<file path="src/shared/esrc_regs.svh">
// Register offsets, field positions and reset values of the event status block
`ifndef ESRC_REGS_SVH
`define ESRC_REGS_SVH
`define ESRC_EVENT_STATUS_OFFSET 6'h02
`define ESRC_EVENT_STATUS_RESET  24'h000001
`define ESRC_BIT_POWER_ON        0
`define ESRC_BIT_SPI_ERROR       1
`define ESRC_BIT_PARITY          2
`define ESRC_BIT_SWITCH          3
`define ESRC_BIT_THERM_SHUT      4
`define ESRC_BIT_THERM_WARN      5
`define ESRC_BIT_SUPPLY_HIGH     6
`define ESRC_BIT_SUPPLY_LOW      7
`define ESRC_BIT_CHECKSUM        8
`define ESRC_BIT_WINDOW_A        9
`define ESRC_BIT_WINDOW_B        10
`define ESRC_BIT_WETTING         11
`define ESRC_BIT_CONVERTER       12
`define ESRC_BIT_FACTORY         13
`define ESRC_EVENT_BITS          14
`define ESRC_REG_WIDTH           24
`endif

</file>
<file path="src/shared/esrc_pkg.sv">
// Types shared by the event status block
package esrc_pkg;
  typedef logic [13:0] esrc_events_t;
  typedef logic [23:0] esrc_word_t;
  typedef logic [5:0]  esrc_addr_t;
endpackage

</file>
<file path="src/hdl/esrc_event_status.sv">
// Read-to-clear event status register with active-low interrupt output
//
// Behaviour
// - Reading the event register clears only the bits it returned, to zero.
// - Interrupt released at the chip-select rising edge ending that read if no event remains.
// - Event register at offset 2h, resets to 1h: power-on flag only.
// - Bits 23-14 read zero; bits 13-0 clear when read.
// - Factory trim load error sets bit 13.
// - Failed post-load self-check sets bit 13 with the power-on flag.
// - Enabled converter self-diagnostic fault sets bit 12.
// - Enabled wetting current diagnostic fault sets bit 11.
// - Finished checksum calculation sets bit 8; zero while idle or running.
// - Supply low event sets bit 7; supply high event sets bit 6.
// - Supply window changes set bits 10 and 9 when measurement enabled.
`timescale 1ns/1ps
`include "esrc_regs.svh"
module esrc_event_status
(
  // Clock and reset
  input  wire logic                 MCLK,
  input  wire logic                 RESET_N,
  // Register read request from the serial front end
  input  wire logic                 READ_STROBE,
  input  wire esrc_pkg::esrc_addr_t READ_ADDR,
  // Chip select pin
  input  wire logic                 CS_N,
  // Event pulses from device functions
  input  wire logic                 FACTORY_LOAD_ERROR,
  input  wire logic                 SELFCHECK_FAIL,
  input  wire logic                 CONVERTER_SELFTEST_ERROR,
  input  wire logic                 CONVERTER_DIAG_ENABLE,
  input  wire logic                 WETTING_SOURCE_FAULT,
  input  wire logic                 WETTING_DIAG_ENABLE,
  input  wire logic                 CHECKSUM_DONE,
  input  wire logic                 SUPPLY_LOW_EVENT,
  input  wire logic                 SUPPLY_HIGH_EVENT,
  input  wire logic                 SUPPLY_WINDOW_A_CHANGE,
  input  wire logic                 SUPPLY_WINDOW_B_CHANGE,
  input  wire logic                 SUPPLY_MEASURE_ENABLE,
  input  wire logic                 THERMAL_WARNING_EVENT,
  input  wire logic                 THERMAL_SHUTDOWN_EVENT,
  input  wire logic                 SWITCH_STATE_CHANGE,
  input  wire logic                 PARITY_ERROR,
  input  wire logic                 SPI_ERROR,
  // Read data and interrupt
  output esrc_pkg::esrc_word_t      READ_DATA,
  output logic                      INT_N
);
  import esrc_pkg::*;

  esrc_events_t status;
  esrc_events_t set_mask;
  esrc_events_t next_status;
  logic         cs_sync;
  logic         cs_prev;
  logic         clear_pending;
  logic         cs_rise;
  esrc_events_t read_mask;
  esrc_events_t survivors;

  esrc_sync u_cs_sync
  (
    .clk     (MCLK),
    .reset_n (RESET_N),
    .d       (CS_N),
    .q       (cs_sync)
  );

  assign cs_rise = cs_sync & ~cs_prev;

  always_ff @(posedge MCLK or negedge RESET_N)
  begin
    if (!RESET_N)
      cs_prev <= 1'b1;
    else
      cs_prev <= cs_sync;
  end

  // Event sources into their bit positions
  always_comb
  begin
    set_mask = '0;
    set_mask[`ESRC_BIT_FACTORY] = FACTORY_LOAD_ERROR | SELFCHECK_FAIL;
    set_mask[`ESRC_BIT_POWER_ON] = SELFCHECK_FAIL;
    set_mask[`ESRC_BIT_CONVERTER] =
      CONVERTER_SELFTEST_ERROR & CONVERTER_DIAG_ENABLE;
    set_mask[`ESRC_BIT_WETTING] = WETTING_SOURCE_FAULT & WETTING_DIAG_ENABLE;
    set_mask[`ESRC_BIT_CHECKSUM] = CHECKSUM_DONE;
    set_mask[`ESRC_BIT_SUPPLY_LOW] = SUPPLY_LOW_EVENT;
    set_mask[`ESRC_BIT_SUPPLY_HIGH] = SUPPLY_HIGH_EVENT;
    set_mask[`ESRC_BIT_WINDOW_A] =
      SUPPLY_WINDOW_A_CHANGE & SUPPLY_MEASURE_ENABLE;
    set_mask[`ESRC_BIT_WINDOW_B] =
      SUPPLY_WINDOW_B_CHANGE & SUPPLY_MEASURE_ENABLE;
    set_mask[`ESRC_BIT_THERM_WARN] = THERMAL_WARNING_EVENT;
    set_mask[`ESRC_BIT_THERM_SHUT] = THERMAL_SHUTDOWN_EVENT;
    set_mask[`ESRC_BIT_SWITCH] = SWITCH_STATE_CHANGE;
    set_mask[`ESRC_BIT_PARITY] = PARITY_ERROR;
    set_mask[`ESRC_BIT_SPI_ERROR] = SPI_ERROR;
  end

  // Read of the event register arms a clear for the frame end
  always_ff @(posedge MCLK or negedge RESET_N)
  begin
    if (!RESET_N)
      clear_pending <= 1'b0;
    else if (cs_rise)
      clear_pending <= 1'b0;
    else if (READ_STROBE && READ_ADDR == `ESRC_EVENT_STATUS_OFFSET)
      clear_pending <= 1'b1;
  end

  // Bits reported by the reads of this frame
  always_ff @(posedge MCLK or negedge RESET_N)
  begin
    if (!RESET_N)
      read_mask <= '0;
    else if (cs_rise)
      read_mask <= '0;
    else if (READ_STROBE && READ_ADDR == `ESRC_EVENT_STATUS_OFFSET)
      read_mask <= read_mask | status;
  end

  assign survivors = (status & ~read_mask) | set_mask;

  // Events latch; frame end clears only what was read
  always_comb
  begin
    next_status = status | set_mask;
    if (cs_rise && clear_pending)
      next_status = survivors;
  end

  always_ff @(posedge MCLK or negedge RESET_N)
  begin
    if (!RESET_N)
      status <= esrc_events_t'(`ESRC_EVENT_STATUS_RESET);
    else
      status <= next_status;
  end

  // upper bits zero in read data
  always_ff @(posedge MCLK or negedge RESET_N)
  begin
    if (!RESET_N)
      READ_DATA <= '0;
    else if (READ_STROBE && READ_ADDR == `ESRC_EVENT_STATUS_OFFSET)
      READ_DATA <= {10'h000, status};
    else if (READ_STROBE)
      READ_DATA <= '0;
  end

  always_ff @(posedge MCLK or negedge RESET_N)
  begin
    if (!RESET_N)
      INT_N <= 1'b1;
    else
      INT_N <= ~(|next_status);
  end
endmodule

</file>
<file path="src/hdl/esrc_sync.sv">
// Two-flop synchroniser for one pin level
`timescale 1ns/1ps
module esrc_sync
(
  // Clock and reset
  input  wire logic clk,
  input  wire logic reset_n,
  // Level
  input  wire logic d,
  output logic      q
);
  logic stage1;

  always_ff @(posedge clk or negedge reset_n)
  begin
    if (!reset_n)
    begin
      // Idle high level, so no false edge follows reset
      stage1 <= 1'b1;
      q      <= 1'b1;
    end
    else
    begin
      stage1 <= d;
      q      <= stage1;
    end
  end
endmodule

</file>
<file path="config.mk">
export PLATFORM = sky130hd
export DESIGN_NAME = esrc_event_status
export DESIGN_NICKNAME = d
export VERILOG_FILES = /design/src/shared/esrc_pkg.sv /design/src/hdl/esrc_event_status.sv /design/src/hdl/esrc_sync.sv
export VERILOG_INCLUDE_DIRS = /design/src /design/src/shared
export SDC_FILE = /design/constraint.sdc
export NUM_CORES = 1
export LEC_CHECK = 0
export BUFFER_PORTS_ARGS = -buffer_cell sky130_fd_sc_hd__buf_2
export CAP_MARGIN = 5
export CORE_UTILIZATION = 46
export CTS_CLUSTER_SIZE = 24
export DETAILED_ROUTE_END_ITERATION = 8
export PLACE_DENSITY = 0.86
export SKIP_LAST_GASP = 1
export SYNTH_ARGS = -nofsm -noshare
export SYNTH_HDL_FRONTEND = slang
export SYNTH_HIERARCHICAL = 1
export SYNTH_SLANG_ARGS = --single-unit
</file>
<file path="constraint.sdc">
create_clock -name MCLK -period 1.75 [get_ports MCLK]
set_input_delay 0.0875 -clock MCLK [delete_from_list [all_inputs] [get_ports MCLK]]
set_output_delay 0.0875 -clock MCLK [all_outputs]
set_load 0.02 [all_outputs]
</file>
-- Word-level counts from Yosys, hierarchy flattened
Cells that the tools add are included.
- equal/unequal tests: 1
- mux-type cells: 7
- bitwise operators: 13
- reductions and logical operators: 5
- operators by type and width (kind ; count):
    24-bit two-way mux ; 2
    14-bit two-way mux ; 3
    14-bit bitwise OR ; 3
    14-bit bitwise AND ; 1
    14-bit NOT ; 1
    14-bit OR reduction ; 1
    6-bit by 2-bit equality test with 1-bit output, second input constant ; 1
    1-bit bitwise AND ; 5
    2-bit nonzero test ; 2
    1-bit logical AND ; 2
    1-bit two-way mux ; 2
    1-bit NOT ; 2
    1-bit bitwise OR ; 1
- register bits after elaboration: 57
- input bits: 27
- output and inout bits: 25
- word-level logic and storage cells: 34

-- Logic depth before layout (Yosys ltp)
Gate-level depths: netlist of the first run.
- depth in word-level cells: 6
- gate-level depth with buffers: 6
- depth with buffers taken out: 4

-- Modules after synthesis
The synthesis of the first run kept the hierarchy.
- by module, submodules not included (module ; times used ; cells an instance ; area an instance (um^2) ; sequential area each (um^2)):
    esrc_event_status ; 1 ; 172 ; 1851.8 ; 1129.8
    esrc_sync ; 1 ; 2 ; 52.6 ; 52.6

-- Worst setup path after synthesis of the first run
OpenSTA, ideal clock, no wires.
- path kind: flip-flop to flip-flop
- start point: register u_cs_sync.q
- end point: register INT_N
- setup time: 0.090 ns
- data arrival time: 1.759 ns
- data required time: 1.660 ns
- setup slack: -0.099 ns
- cell stages (with the launch flop): 6
- buffers on the path: 1
- period minus slack after synthesis: 1.849 ns
- cell sequence: dfstp_2 > buf_4 > nand4b_1 > a211o_1 > or4_4 > nor4_2
- cells in the longest elaborated chain, start to end: 5
- ends and longest elaborated chain (what ; RTL line ; source):
    from (decl) ; esrc_sync.sv:10 ; output logic q
    from (signal assigned) ; esrc_sync.sv:25 ; q <= stage1;
    1-bit bitwise AND ; esrc_event_status.sv:69 ; assign cs_rise = cs_sync & ~cs_prev;
    1-bit logical AND ; esrc_event_status.sv:130 ; if (cs_rise && clear_pending)
    14-bit two-way mux ; esrc_event_status.sv:130 ;
    named net next_status[13] ; esrc_event_status.sv:53 ; esrc_events_t next_status;
    14-bit OR reduction ; esrc_event_status.sv:158 ; INT_N <= ~(|next_status);
    1-bit NOT ; esrc_event_status.sv:158 ;
    to (signal assigned) ; esrc_event_status.sv:158 ;
    to (decl) ; esrc_event_status.sv:47 ; output logic INT_N
The timed path passes the listed nets, and every way through them passes these cells.
A chain may end at the register's enable or synchronous reset.

-- Worst setup path after layout of the first run
Same ends and word-level chain as after synthesis.

==> flow_results.org, run 1 <==
** Routing
- Routed wire length :: ~3800 um
- In the detailed route, the total length drawn on met3 is between 200 and 250 um.
- Via count :: 1373
- Drt initial violations :: 92
- Final antenna-violating net count :: 0
- After detailed routing, the number of remaining DRC violations is 0.
- After detailed routing, the number of vias per cell comes to 4.94.
- DRT met1 WL :: 1710 um
- Routed met2 length :: approximately 1800 um
- Highest metal layer used by the detailed router :: met4
- TritonRoute pass-1 iters :: 4
- After detailed routing, the average wire length per cell comes to 13.5 um.

** Floorplan
- Floorplan die height :: 66.3 um
- Die area :: 0.00440 mm^2
- Measured along the x axis, the die boundary spans 66.3 um.
- The region available for standard cell placement spans around 0.004 mm^2.
- For this design the top-level I/O count stands at 52.
- Site row count :: 23
- For this configuration, the core starts out at a cell density of a little under half.

** Yosys
- Ranking of synthesized cells by area :: sky130_fd_sc_hd__dfrtp_1, sky130_fd_sc_hd__dfstp_2, sky130_fd_sc_hd__buf_4
- Simple-Gate Fraction of Synth Area :: 15.4%
- Gate Count Post-Synth :: 174
- The netlist uses 26 different library cells.
- XOR/XNOR share of the synthesized area :: 0%
- Cell taking the most area after synthesis :: sky130_fd_sc_hd__dfrtp_1
- Synthesized cell area :: 0.00190 mm^2
- The synthesized netlist devotes 0% of its cell area to adder and majority cells.
- The synthesized design devotes to its leading area cell type between 50% and 60% of total area.
- The share of the Yosys chip area taken by registers is 62.1%.
- The synthesized netlist devotes between 10% and 20% of its cell area to compound gates.
- Average instance area after synthesis :: 10.9 um^2
- Mux share of post-synthesis cell area :: 0%
- In this run, synthesis produced a sequential element count of 47.
- Yosys printed 6 warnings.
- Dominant combinational cell family by area after synthesis :: simple AND/OR/NAND/NOR gates

** Hold path
- Worst Hold Depth :: 2
- In this run the worst hold path is classified as in -> reg.
- The worst hold path begins at FACTORY_LOAD_ERROR.
- For hold timing, the worst endpoint is status[13].

** STA
- After layout, the worst path uses 109% of the clock period.
- For the pin with the worst max-slew slack, the measured transition is 0.570 ns.
- Slew headroom :: roughly three fifths
- Final Worst Setup Slack :: -0.160 ns
- Final Max Slew Viols :: 0
- Setup violations remaining at the end of the flow were counted as 1.
- The final count of hold timing violations was 0.
- RSZ-0062 raised after global routing :: yes
- The worst path in the final design needs a cycle of 1.91 ns, including I/O delays and setup.
- Fin Clk Skew :: 0.00657 ns
- Worst Hold Margin :: between 0.015 and 0.02 ns
- Fmax :: approximately 520 MHz

** Outcome
- Failing checks :: setup timing
- Status :: complete, but fails checks

** Place
- Buffers placed on the I/O ports in this run total between 40 and 50.
- Routability-driven placement finished with a final weighted congestion of approximately 0.91.
- Setup slack after placement :: -0.181 ns
- Post-DP HPWL :: 2520 um
- Number of placed instances, taps included :: 264

** Clock tree
- Total clock buffers created by CTS :: 5
- TritonCTS built the clock tree.
- Master cell of the clock root buffer :: sky130_fd_sc_hd__clkbuf_8
- Clk_lat worst skew :: ~0.3 ns
- Clock transition at path regs :: about 0.080 ns
- Number of H-tree levels :: 2
- Number of clock sinks :: 47
- The longest clock path from root to sink contains 2 buffers.

** Critical path
- At the worst endpoint, the arrival time is roughly 2.1 ns.
- Nature of the critical path endpoint :: flop
- Along the worst path, the maximum fanout reaches 6.
- For the worst flop-to-flop path, the logic depth is 6.
- STA classifies the critical path startpoint as a flop.
- Data required time of the worst path :: 1.97 ns
- The worst register-to-register path begins at u_cs_sync/q.
- The worst setup path is of the reg -> reg kind.
- Register-to-register setup slack :: -0.16 ns
- Worst reg2reg endpoint :: INT_N

** Power and ir drop
- Summing internal, switching and leakage power gives 1950 uW.
- Summed over all cells, the static leakage comes to 0.00108 uW.
- IR Drop Worst-Case VDD :: 0.000471 V
- Power per cell area :: 839 mW/mm^2

** GRT
- The number of global-route vias before repair is ~1300.
- Entering global routing, the biggest net connects 48 pins.
- First-pass GRT wire length :: 6040 um
- Summed over all layers, the global routing overflow is 0.
- Initial antenna violation count :: 0
- Total Routing Usage GR :: 19.1%

** Layout
- Leaving out filler cells and counting taps, the final layout contains around 280.
- Leaving out fill and tap cells, the most frequent cell in the layout is sky130_fd_sc_hd__dfrtp_1.
- The post-route netlist has 29.4% of its cells at a drive strength greater than 1.
- Relative to the synthesized area, the layout overhead comes to 21.9%.
- The final layout contains 254 nets.
- Multi-input gate area in the final layout :: 607 um^2
- The number of antenna diodes in the final layout is 0.
- Combined flip-flop and latch cell area :: 0.00118 mm^2
- After filler insertion, the fill cell instance count of the layout stands at 355.
- The top cell types in the final layout, fill and taps aside, are sky130_fd_sc_hd__dfrtp_1, sky130_fd_sc_hd__buf_2, sky130_fd_sc_hd__nor2_1.

** Run
- Total of max-cap violations :: 0
==> power breakdown <==
group | switching, uW | total (uW) | internal [uW]
Clock | 343 | 703 | 360
Sequential | 11.1 | 1110 | 1100
Combinational | 79.7 | 129 | 49.5
==> worst max-delay path: stages, from the launching register on <==
cell                       delay, ns
sky130_fd_sc_hd__dfstp_2        0.59
sky130_fd_sc_hd__buf_4          0.13
sky130_fd_sc_hd__buf_4          0.11
sky130_fd_sc_hd__nand4b_1       0.09
sky130_fd_sc_hd__a22o_1         0.26
sky130_fd_sc_hd__or4_4          0.51
sky130_fd_sc_hd__nor4_4         0.14
==> cell usage after synthesis, drive strengths merged <==
cell type  count
nand2         14
buf           13
nand4b         7
nand3b         1
a22o           4
conb           1
inv           14
or2            1
dfrtp         42
dfstp          5
or4            3
a21o           2
o21ai         14
a21oi         14
a211o          1
nand2b         7
nor4           2
nor2          16
o22a           7
and4b          1
nor2b          1
clkbuf         4
==> state kept, by name (all words and copies together) (netlist names) <==
signal and flops:
u_cs_sync/stage1 1, READ_DATA 14, read_mask 14, status 14, u_cs_sync/q 1, cs_prev 1, clear_pending 1, INT_N 1
==> metrics by stage <==
stage	utilization [%]	TNS, ns	area, um^2
global placement	53.6	-0.122	2150
finish	58.0	-0.160	2320
detailed placement	53.6	-0.181	2150
global route	58.0	-0.219	2320
floorplan	-	-0.0708	1940
CTS	57.3	-0.120	2290
==> final cells by class <==
type | count | share of cell area [%]
clock buffer | 8 | 4.31
inverter | 14 | 2.26
multi-input combinational | 105 | 26.1
sequential | 47 | 50.9
tap | 50 | 2.70
timing repair buffer | 54 | 13.6
==> routing by layer <==
metal | vias to the layer above | track usage [%]
met5 | - | 0
met4 | 0 | 7.98
met3 | 6 | 6.38
met2 | 47 | 30.5
met1 | 648 | 23.7
li1 | 672 | -
==> cell families (layout without fill, tap and decap cells) <==
family                 Yosys count  count (layout)
AND/OR/NAND/NOR                 53              53
flip-flops                      47              47
AO/OA/AOI/OAI                   42              42
buffers and inverters           31              76
other                            1              10
==> how the worst max path moves through the flow <==
stage / from / endpoint / slack (ns) / depth (start not counted)
finish: u_cs_sync/q / INT_N / -0.16 / 6
global route: u_cs_sync/q / INT_N / -0.22 / 6
CTS: u_cs_sync/q / INT_N / -0.12 / 5
detailed placement: u_cs_sync/q / INT_N / -0.18 / 4
global placement: u_cs_sync/q / INT_N / -0.12 / 4
floorplan: u_cs_sync/q / INT_N / -0.07 / 5
==> repair_timing <==
action,in CTS,in global routing
gates resized for setup,0,4
endpoints found under the hold margin,45,0
hold buffers,4,0
setup buffers,1,1
pin swaps,0,7
endpoints found under the setup margin,1,1
Note: power is estimated with default switching activity, not from simulation.
==> run 2: changes to the inputs <==
--- a/config.mk
+++ b/config.mk
@@ -12,6 +12,7 @@
 export CTS_CLUSTER_SIZE = 24
 export DETAILED_ROUTE_END_ITERATION = 8
 export PLACE_DENSITY = 0.86
+export SETUP_SLACK_MARGIN = 0.2
 export SKIP_LAST_GASP = 1
 export SYNTH_ARGS = -nofsm -noshare
 export SYNTH_HDL_FRONTEND = slang
==> flow_results.org, run 2 (same netlist as run 1, synthesis figures left out) <==
** Outcome
- Status :: complete, but fails checks
- The checks that failed: setup timing.

** Floorplan
- The number of placement rows came to 23 (unchanged).
- Floorplan die height :: 66.3 um (unchanged)
- Starting density of the core :: 47.6% (unchanged)
- The core footprint was 0.00400 mm^2 (unchanged).
- X dimension of the die :: 66.3 um (unchanged)
- The total die area came to 0.00440 mm^2 (unchanged).
- I/O pin cnt :: 52 (unchanged)

** Routing
- Drt initial violations :: 100 (+8.7%)
- The routed wirelength normalized by instance count was 13.5 um (+0.11%).
- The sum of met3 wire segment lengths after detailed routing is 226 um (+4.1%).
- The met2 layer wire length in the routed design is 1760 um (about the same).
- The routed wire length came to 3750 um (+0.11%).
- DRT met1 WL :: 1700 um (-0.23%)
- Mean number of vias per cell :: 4.94 (unchanged)
- TritonRoute pass-1 iters :: 4 (unchanged)
- The routed via count came to 1373 (unchanged).
- Highest metal layer used by the detailed router :: met4
- DR DRC count :: 0 (unchanged)
- The number of nets with antenna violations after routing is 0 (unchanged).

** Clock tree
- Number of H-tree levels :: 2 (unchanged)
- The clock-pin slew of the registers on the worst-case setup and hold paths came to 0.08 ns (about the same).
- The clock net sink count is 47 (unchanged).
- Longest Clk Path Bufs :: 2 (unchanged)
- Master cell of the clock root buffer :: sky130_fd_sc_hd__clkbuf_8
- The CTS buffer count was 5 (unchanged).
- The worst-skew pair later-pin latency was 0.30 ns (about the same).
- TritonCTS built the clock tree.

** Critical path
- Nature of the critical path endpoint :: flop
- The endpoint identified for the worst register-to-register timing path is INT_N.
- Data required time of the worst path :: 1.97 ns (about the same)
- The worst-case reg-to-reg path depth came to 6 (unchanged).
- Launch point of the critical path :: u_cs_sync/q
- In this run the critical register-to-register path is launched from u_cs_sync/q.
- Slowest cell delay on critical path :: 0.59 ns (about the same)
- In this design, the critical path's most frequently occurring cell is sky130_fd_sc_hd__buf_4.
- The slack of the worst reg-to-reg path was -0.16 ns (about the same).
- Critical path's top delay family :: simple AND/OR/NAND/NOR gates
- Worst path buffer plus inverter count :: 2 (unchanged)
- WS Path Type :: reg -> reg
- The maximum fanout along the worst path came to 6 (unchanged).
- The worst setup path is launched from a flop.
- The arrival time at the worst endpoint came to 2.14 ns (about the same).
- The largest individual stage delay along the critical path comes from the cell sky130_fd_sc_hd__dfstp_2.
- The signal on the critical path passes through buf_4 > buf_4 > nand4b_1 > a22o_1 > or4_4 > nor4_4.

** Layout
- Post-layout net count :: 254 (unchanged)
- Leaving out fill and tap cells, the most frequent cell in the layout is sky130_fd_sc_hd__dfrtp_1.
- Biggest registers after layout :: READ_DATA: 14 flops, read_mask: 14 flops, status: 14 flops
- The number of inserted diodes came to 0 (unchanged).
- Most used cells in the layout excluding fill and tap cells :: sky130_fd_sc_hd__dfrtp_1, sky130_fd_sc_hd__buf_2, sky130_fd_sc_hd__nor2_1
- The final standard cell count with taps included and fillers excluded was 278 (unchanged).
- The area added between synthesis and finish was 21.9% (unchanged).
- Layout cell share with drive strength beyond 1 :: 29.4% (unchanged)
- The final standard cell area without fillers is 0.00232 mm^2 (unchanged).

** STA
- The tightest slew margin relative to the limit is 62.3% (+0.34 points).
- Final setup violation count :: 1 (unchanged)
- Fmax :: 523 MHz (-0.17%)
- The share of the clock period used by the worst path after layout came to 109% (+0.18 points).
- The number of max-slew violations in the final report came to 0 (unchanged).
- The worst path setup slack after routing is -0.163 ns (-0.00319 ns).
- RSZ-0062 raised after global routing :: yes
- Transition at the pin with the smallest max-transition slack :: 0.565 ns (-0.00506 ns)
- Fin Clk Skew :: 0.00610 ns (-0.000466 ns)
- Final count of hold timing violations :: 0 (unchanged)
- Post-layout min period :: 1.91 ns (+0.00319 ns)

** Power and ir drop
- Power per cell area :: 839 mW/mm^2 (about the same)
- The sequential cell fraction of total power came to 57.3% (about the same).
- The switching power total was 433 uW (about the same).
- The internal power consumption came to 1510 uW (about the same).
- The peak supply drop was 0.000472 V (+0.17%).
- The fraction of power spent switching nets was 22.3% (about the same).
- Standby leakage power :: 0.00108 uW (unchanged)
- Clock share of power :: 36.1% (about the same)
- Overall Power :: 1950 uW (about the same)
- The logic gate share of total power came to 6.6% (about the same).

** GRT
- Via count of the first global-routing pass :: 1312 (-0.38%)
- First-pass GRT wire length :: 6040 um (+0.12%)
- Total Routing Usage GR :: 19.2% (+0.037 points)
- Initial antenna violation count :: 0 (unchanged)
- Total global routing overflow :: 0 (unchanged)
- The pin count of the biggest net entering global routing was 48 (unchanged).

** Hold path
- Sink of the worst hold path :: status[13]
- The path class of the tightest hold or removal check is in -> reg.
- The cell count of the worst hold path came to 2 (unchanged).
- Startpoint of the lowest-slack hold path :: FACTORY_LOAD_ERROR

** Place
- Number of input and output port buffers inserted :: 41 (unchanged)
- RD Place Congestion :: 0.914 (unchanged)
- Cell Area, Placed :: 0.00215 mm^2 (unchanged)
- The worst setup slack after placement came to -0.181 ns (unchanged).
- Number of placed instances, taps included :: 264 (unchanged)
- Post-DP HPWL :: 2520 um (unchanged)

** Run
- Total of max-cap violations :: 0 (unchanged)
==> run 2: per-stage QoR <==
stage / hold WS, ns / TNS, ns / utilization [%]
after floorplan: -0.208 / -0.0708 / -
after global placement: 0.194 / -0.122 / 53.6
after detailed placement: 0.194 / -0.181 / 53.6
after CTS: 0.0120 / -0.120 / 57.3
after global routing: 0.0298 / -0.219 / 58.0
final: 0.0216 / -0.163 / 58.0
==> run 2: layer usage <==
layer  track usage [%]  up-vias
met4              7.98        0
met1              23.7      644
met5                 0        -
li1                  -      672
met2              30.6       51
met3              6.38        6
==> run 2: cell type report <==
| type | count | area, um^2 |
|---|---|---|
| Fill cell | 354 | 1680 |
| Sequential cell | 47 | 1180 |
| Multi-Input combinational cell | 105 | 607 |
| Timing Repair Buffer | 54 | 317 |
| Clock buffer | 8 | 100 |
| Tap cell | 50 | 62.6 |
| Inverter | 14 | 52.6 |
==> run 2: worst max-delay path by stage <==
stage	slack (ns)	to	depth (start not counted)
3_3_place_gp	-0.12	INT_N	4
3_5_place_dp	-0.18	INT_N	4
5_1_grt	-0.22	INT_N	6
6_report	-0.16	INT_N	6
4_1_cts	-0.12	INT_N	5
2_1_floorplan	-0.07	INT_N	5
==> run 2: timing repair <==
action                                  4_1_cts  5_1_grt
endpoints found under the setup margin        1        1
hold endpoints to repair                     45        0
pin swaps                                     0        7
setup buffers                                 1        1
hold buffers                                  4        0
gates resized for setup                       0        4
==> run 2: power by group through the flow <==
stage          Sequential (uW)  Clock [uW]  Combinational [uW]
3_3_place_gp              1130           0                 121
2_1_floorplan             1140           0                66.5
3_5_place_dp              1140           0                 122
5_1_grt                   1120         769                 146
6_report                  1110         703                 129
4_1_cts                   1110         721                 130
==> run 3: changes to the inputs <==
--- a/config.mk
+++ b/config.mk
@@ -8,10 +8,10 @@
 export LEC_CHECK = 0
 export BUFFER_PORTS_ARGS = -buffer_cell sky130_fd_sc_hd__buf_2
 export CAP_MARGIN = 5
-export CORE_UTILIZATION = 46
+export CORE_UTILIZATION = 40
 export CTS_CLUSTER_SIZE = 24
 export DETAILED_ROUTE_END_ITERATION = 8
-export PLACE_DENSITY = 0.86
+export PLACE_DENSITY = 0.78
 export SETUP_SLACK_MARGIN = 0.2
 export SKIP_LAST_GASP = 1
 export SYNTH_ARGS = -nofsm -noshare
==> flow_results.org, run 3 (same netlist as run 1, synthesis figures left out) <==
** Floorplan
- The starting utilization of the core area is 42.6% (-5.0 points).
- Core box area :: 0.00447 mm^2 (+12%)
- The number of top-level pins was 52 (unchanged).
- Floorplan die height :: 71 um (+7.0%)
- The number of placement rows came to 24 (+4.3%).
- X dimension of the die :: 71 um (+7.0%)
- Die area :: 0.00504 mm^2 (+15%)

** Place
- RD Place Congestion :: 0.767 (-16%)
- Setup slack after placement :: -0.171 ns (+0.00969 ns)
- The post-DP HPWL came to 2620 um (+4.0%).
- The count of input and output buffers came to 41 (unchanged).

** Routing
- Via count :: 1413 (+2.9%)
- The via-per-instance ratio was 4.96 (+0.39%).
- The initial DRC count is 99 (-1.0%).
- DR DRC count :: 3 (+3)
- Final antenna-violating net count :: 0 (unchanged)
- Routed wire length per instance :: 14.0 um (+3.8%)
- TritonRoute pass-1 iters :: 8 (+4)
- The routed wire length was 3990 um (+6.4%).

** GRT
- The wire length of the first global-routing pass came to 6870 um (+14%).
- Maximum number of pins on one net before global-route repair :: 30 (-38%)
- Via count of the first global-routing pass :: 1425 (+8.6%)
- Total global routing overflow :: 0 (unchanged)
- Initial antenna violation count :: 0 (unchanged)
- Total Routing Usage GR :: 18.0% (-1.2 points)

** STA
- Setup repair after global routing could not meet its margin everywhere.
- The worst path setup slack after routing came to -0.144 ns (+0.0192 ns).
- The tightest slew margin relative to the limit is 64.1% (+1.8 points).
- Share of the clock period used by the worst path after layout :: 108% (-1.1 points)
- Total negative slack :: -0.144 ns (+0.0192 ns)
- Fin Clk Skew :: 0.00503 ns (-0.00107 ns)
- Final setup violation count :: 1 (unchanged)
- Final Max Slew Viols :: 0 (unchanged)
- The minimum clock period came to 1.89 ns (-0.0192 ns).
- Final count of hold timing violations :: 0 (unchanged)
- The slew at the pin closest to its max-slew limit was 0.538 ns (-0.0273 ns).
- Fmax :: 528 MHz (+1.0%)

** Critical path
- The maximum fanout along the worst path was 3 (-3).
- Register-to-register setup slack :: -0.14 ns (+0.02 ns)
- Launching element type of the critical path :: flop
- Crit path arrival time :: 2.11 ns (-0.03 ns)
- The startpoint identified for the worst register-to-register timing path is u_cs_sync/q.
- The slowest stage of the critical path belongs to the cell sky130_fd_sc_hd__dfstp_2.
- Worst-path cell chain :: buf_4 > nand4b_1 > a211o_1 > or4_4 > nor4_4
- The worst-case reg-to-reg path depth is 5 (-1).
- WS Path Type :: reg -> reg
- Data required time of the worst path :: 1.97 ns (about the same)
- Slowest cell delay on critical path :: 0.56 ns (-0.03 ns)
- Worst reg2reg endpoint :: INT_N
- STA classifies the critical path endpoint as a flop.

** Layout
- Most used cells in the layout excluding fill and tap cells :: sky130_fd_sc_hd__dfrtp_1, sky130_fd_sc_hd__buf_2, sky130_fd_sc_hd__nor2_1
- The number of inserted diodes was 0 (unchanged).
- Area growth syn-to-layout :: 23.7%
- Biggest registers after layout :: READ_DATA: 14 flops, read_mask: 14 flops, status: 14 flops
- Most common library cell in the layout ignoring fill and taps :: sky130_fd_sc_hd__dfrtp_1
- The number of nets in the finished design is 259 (+2.0%).
- Layout cell share with drive strength beyond 1 :: 30.0% (+0.66 points)

** Clock tree
- Number of H-tree levels :: 2 (unchanged)
- The maximum clock insertion buffer count was 2 (unchanged).
- The clock net sink count came to 47 (unchanged).
- TritonCTS clock tree :: done
- CTS placed an instance of sky130_fd_sc_hd__clkbuf_8 at the clock tree root.
- The clock-pin slew of the registers on the worst-case setup and hold paths came to 0.08 ns (about the same).
- The worst-skew pair later-pin latency is 0.30 ns (about the same).
- Total clock buffers created by CTS :: 5 (unchanged)

** Outcome
- The final reports fail on DRC, setup timing.
- Status :: complete, but fails checks

** Hold path
- The path with the worst hold slack has its endpoint at status[13].
- The path class of the tightest hold or removal check is in -> reg.
- The cell count of the worst hold path came to 2 (unchanged).
- In this run the most critical hold path is launched from FACTORY_LOAD_ERROR.

** Run
- Total of max-cap violations :: 0 (unchanged)

** Power and ir drop
- The peak supply drop is 0.000432 V (-8.4%).
- Power per cell area :: 803 mW/mm^2 (-4.2%)
- Standby leakage power :: 0.00110 uW (+1.8%)
## run 3: changes by cell type in the layout (fill, tap and decap cells not counted)
cell,before,now
sky130_fd_sc_hd__buf_6,1,2
sky130_fd_sc_hd__clkinv_2,0,1
sky130_fd_sc_hd__or4_4,3,2
sky130_fd_sc_hd__buf_4,8,11
sky130_fd_sc_hd__or4_1,0,1
sky130_fd_sc_hd__clkbuf_8,7,5
sky130_fd_sc_hd__buf_12,0,1
sky130_fd_sc_hd__clkbuf_1,1,2
## run 3: how the worst max path moves through the flow
stage,startpoint,to,slack [ns]
after floorplan,u_cs_sync/q,INT_N,-0.07
after global placement,u_cs_sync/q,INT_N,-0.12
after detailed placement,u_cs_sync/q,INT_N,-0.17
after CTS,u_cs_sync/q,INT_N,-0.1
after global routing,u_cs_sync/q,INT_N,-0.22
final,u_cs_sync/q,INT_N,-0.14
## run 3: timing repair
| action | CTS | global route |
|---|---|---|
| hold endpoints to repair | 23 | 0 |
| resized for setup | 3 | 1 |
| buffers inserted | 4 | 0 |
| pin swaps | 5 | 1 |
| hold buffers | 4 | 0 |
| setup endpoints to repair | 1 | 1 |
## run 3: critical path: cells and delay by family, from the launching register on
kind / cells / cell delay (ns)
buf+inv: 1 / 0.11
flops: 1 / 0.56
simple gates: 3 / 0.84
compound gates: 1 / 0.31
## run 3: power by group
group          total (uW)  switching (uW)  internal (uW)
logic                 145            85.4           59.6
clock network         634             353            281
registers            1110            9.23           1100
total                1890             448           1440
## run 3: stage by stage
step	power [uW]	hold slack [ns]	std cells	area, um^2	utilization (%)
floorplan	1200	-0.208	183	1940	-
global placement	1270	0.0971	269	2180	48.8
detailed placement	1270	0.0964	269	2180	48.8
CTS	1910	0.0247	285	2350	52.4
global route	1970	0.0267	285	2350	52.6
finish	1890	0.0371	285	2350	52.6
## run 3: layout make-up
type                       instances  area, um^2
sequential                        47        1180
multi-input combinational        105         603
clock buffer                       7        76.3
clock inverter                     1        5.00
timing repair buffer              59         370
inverter                          14        52.6
fill                             402        2120
tap                               52        65.1
## run 3: metal layers
layer / wire length, um / vias up / global-route usage (%)
met1: 1850 / 686 / 23.4
met4: 45 / 0 / 5.33
met3: 182 / 5 / 4.99
met5: 0 / - / 0
met2: 1920 / 40 / 29.6
li1: - / 682 / -
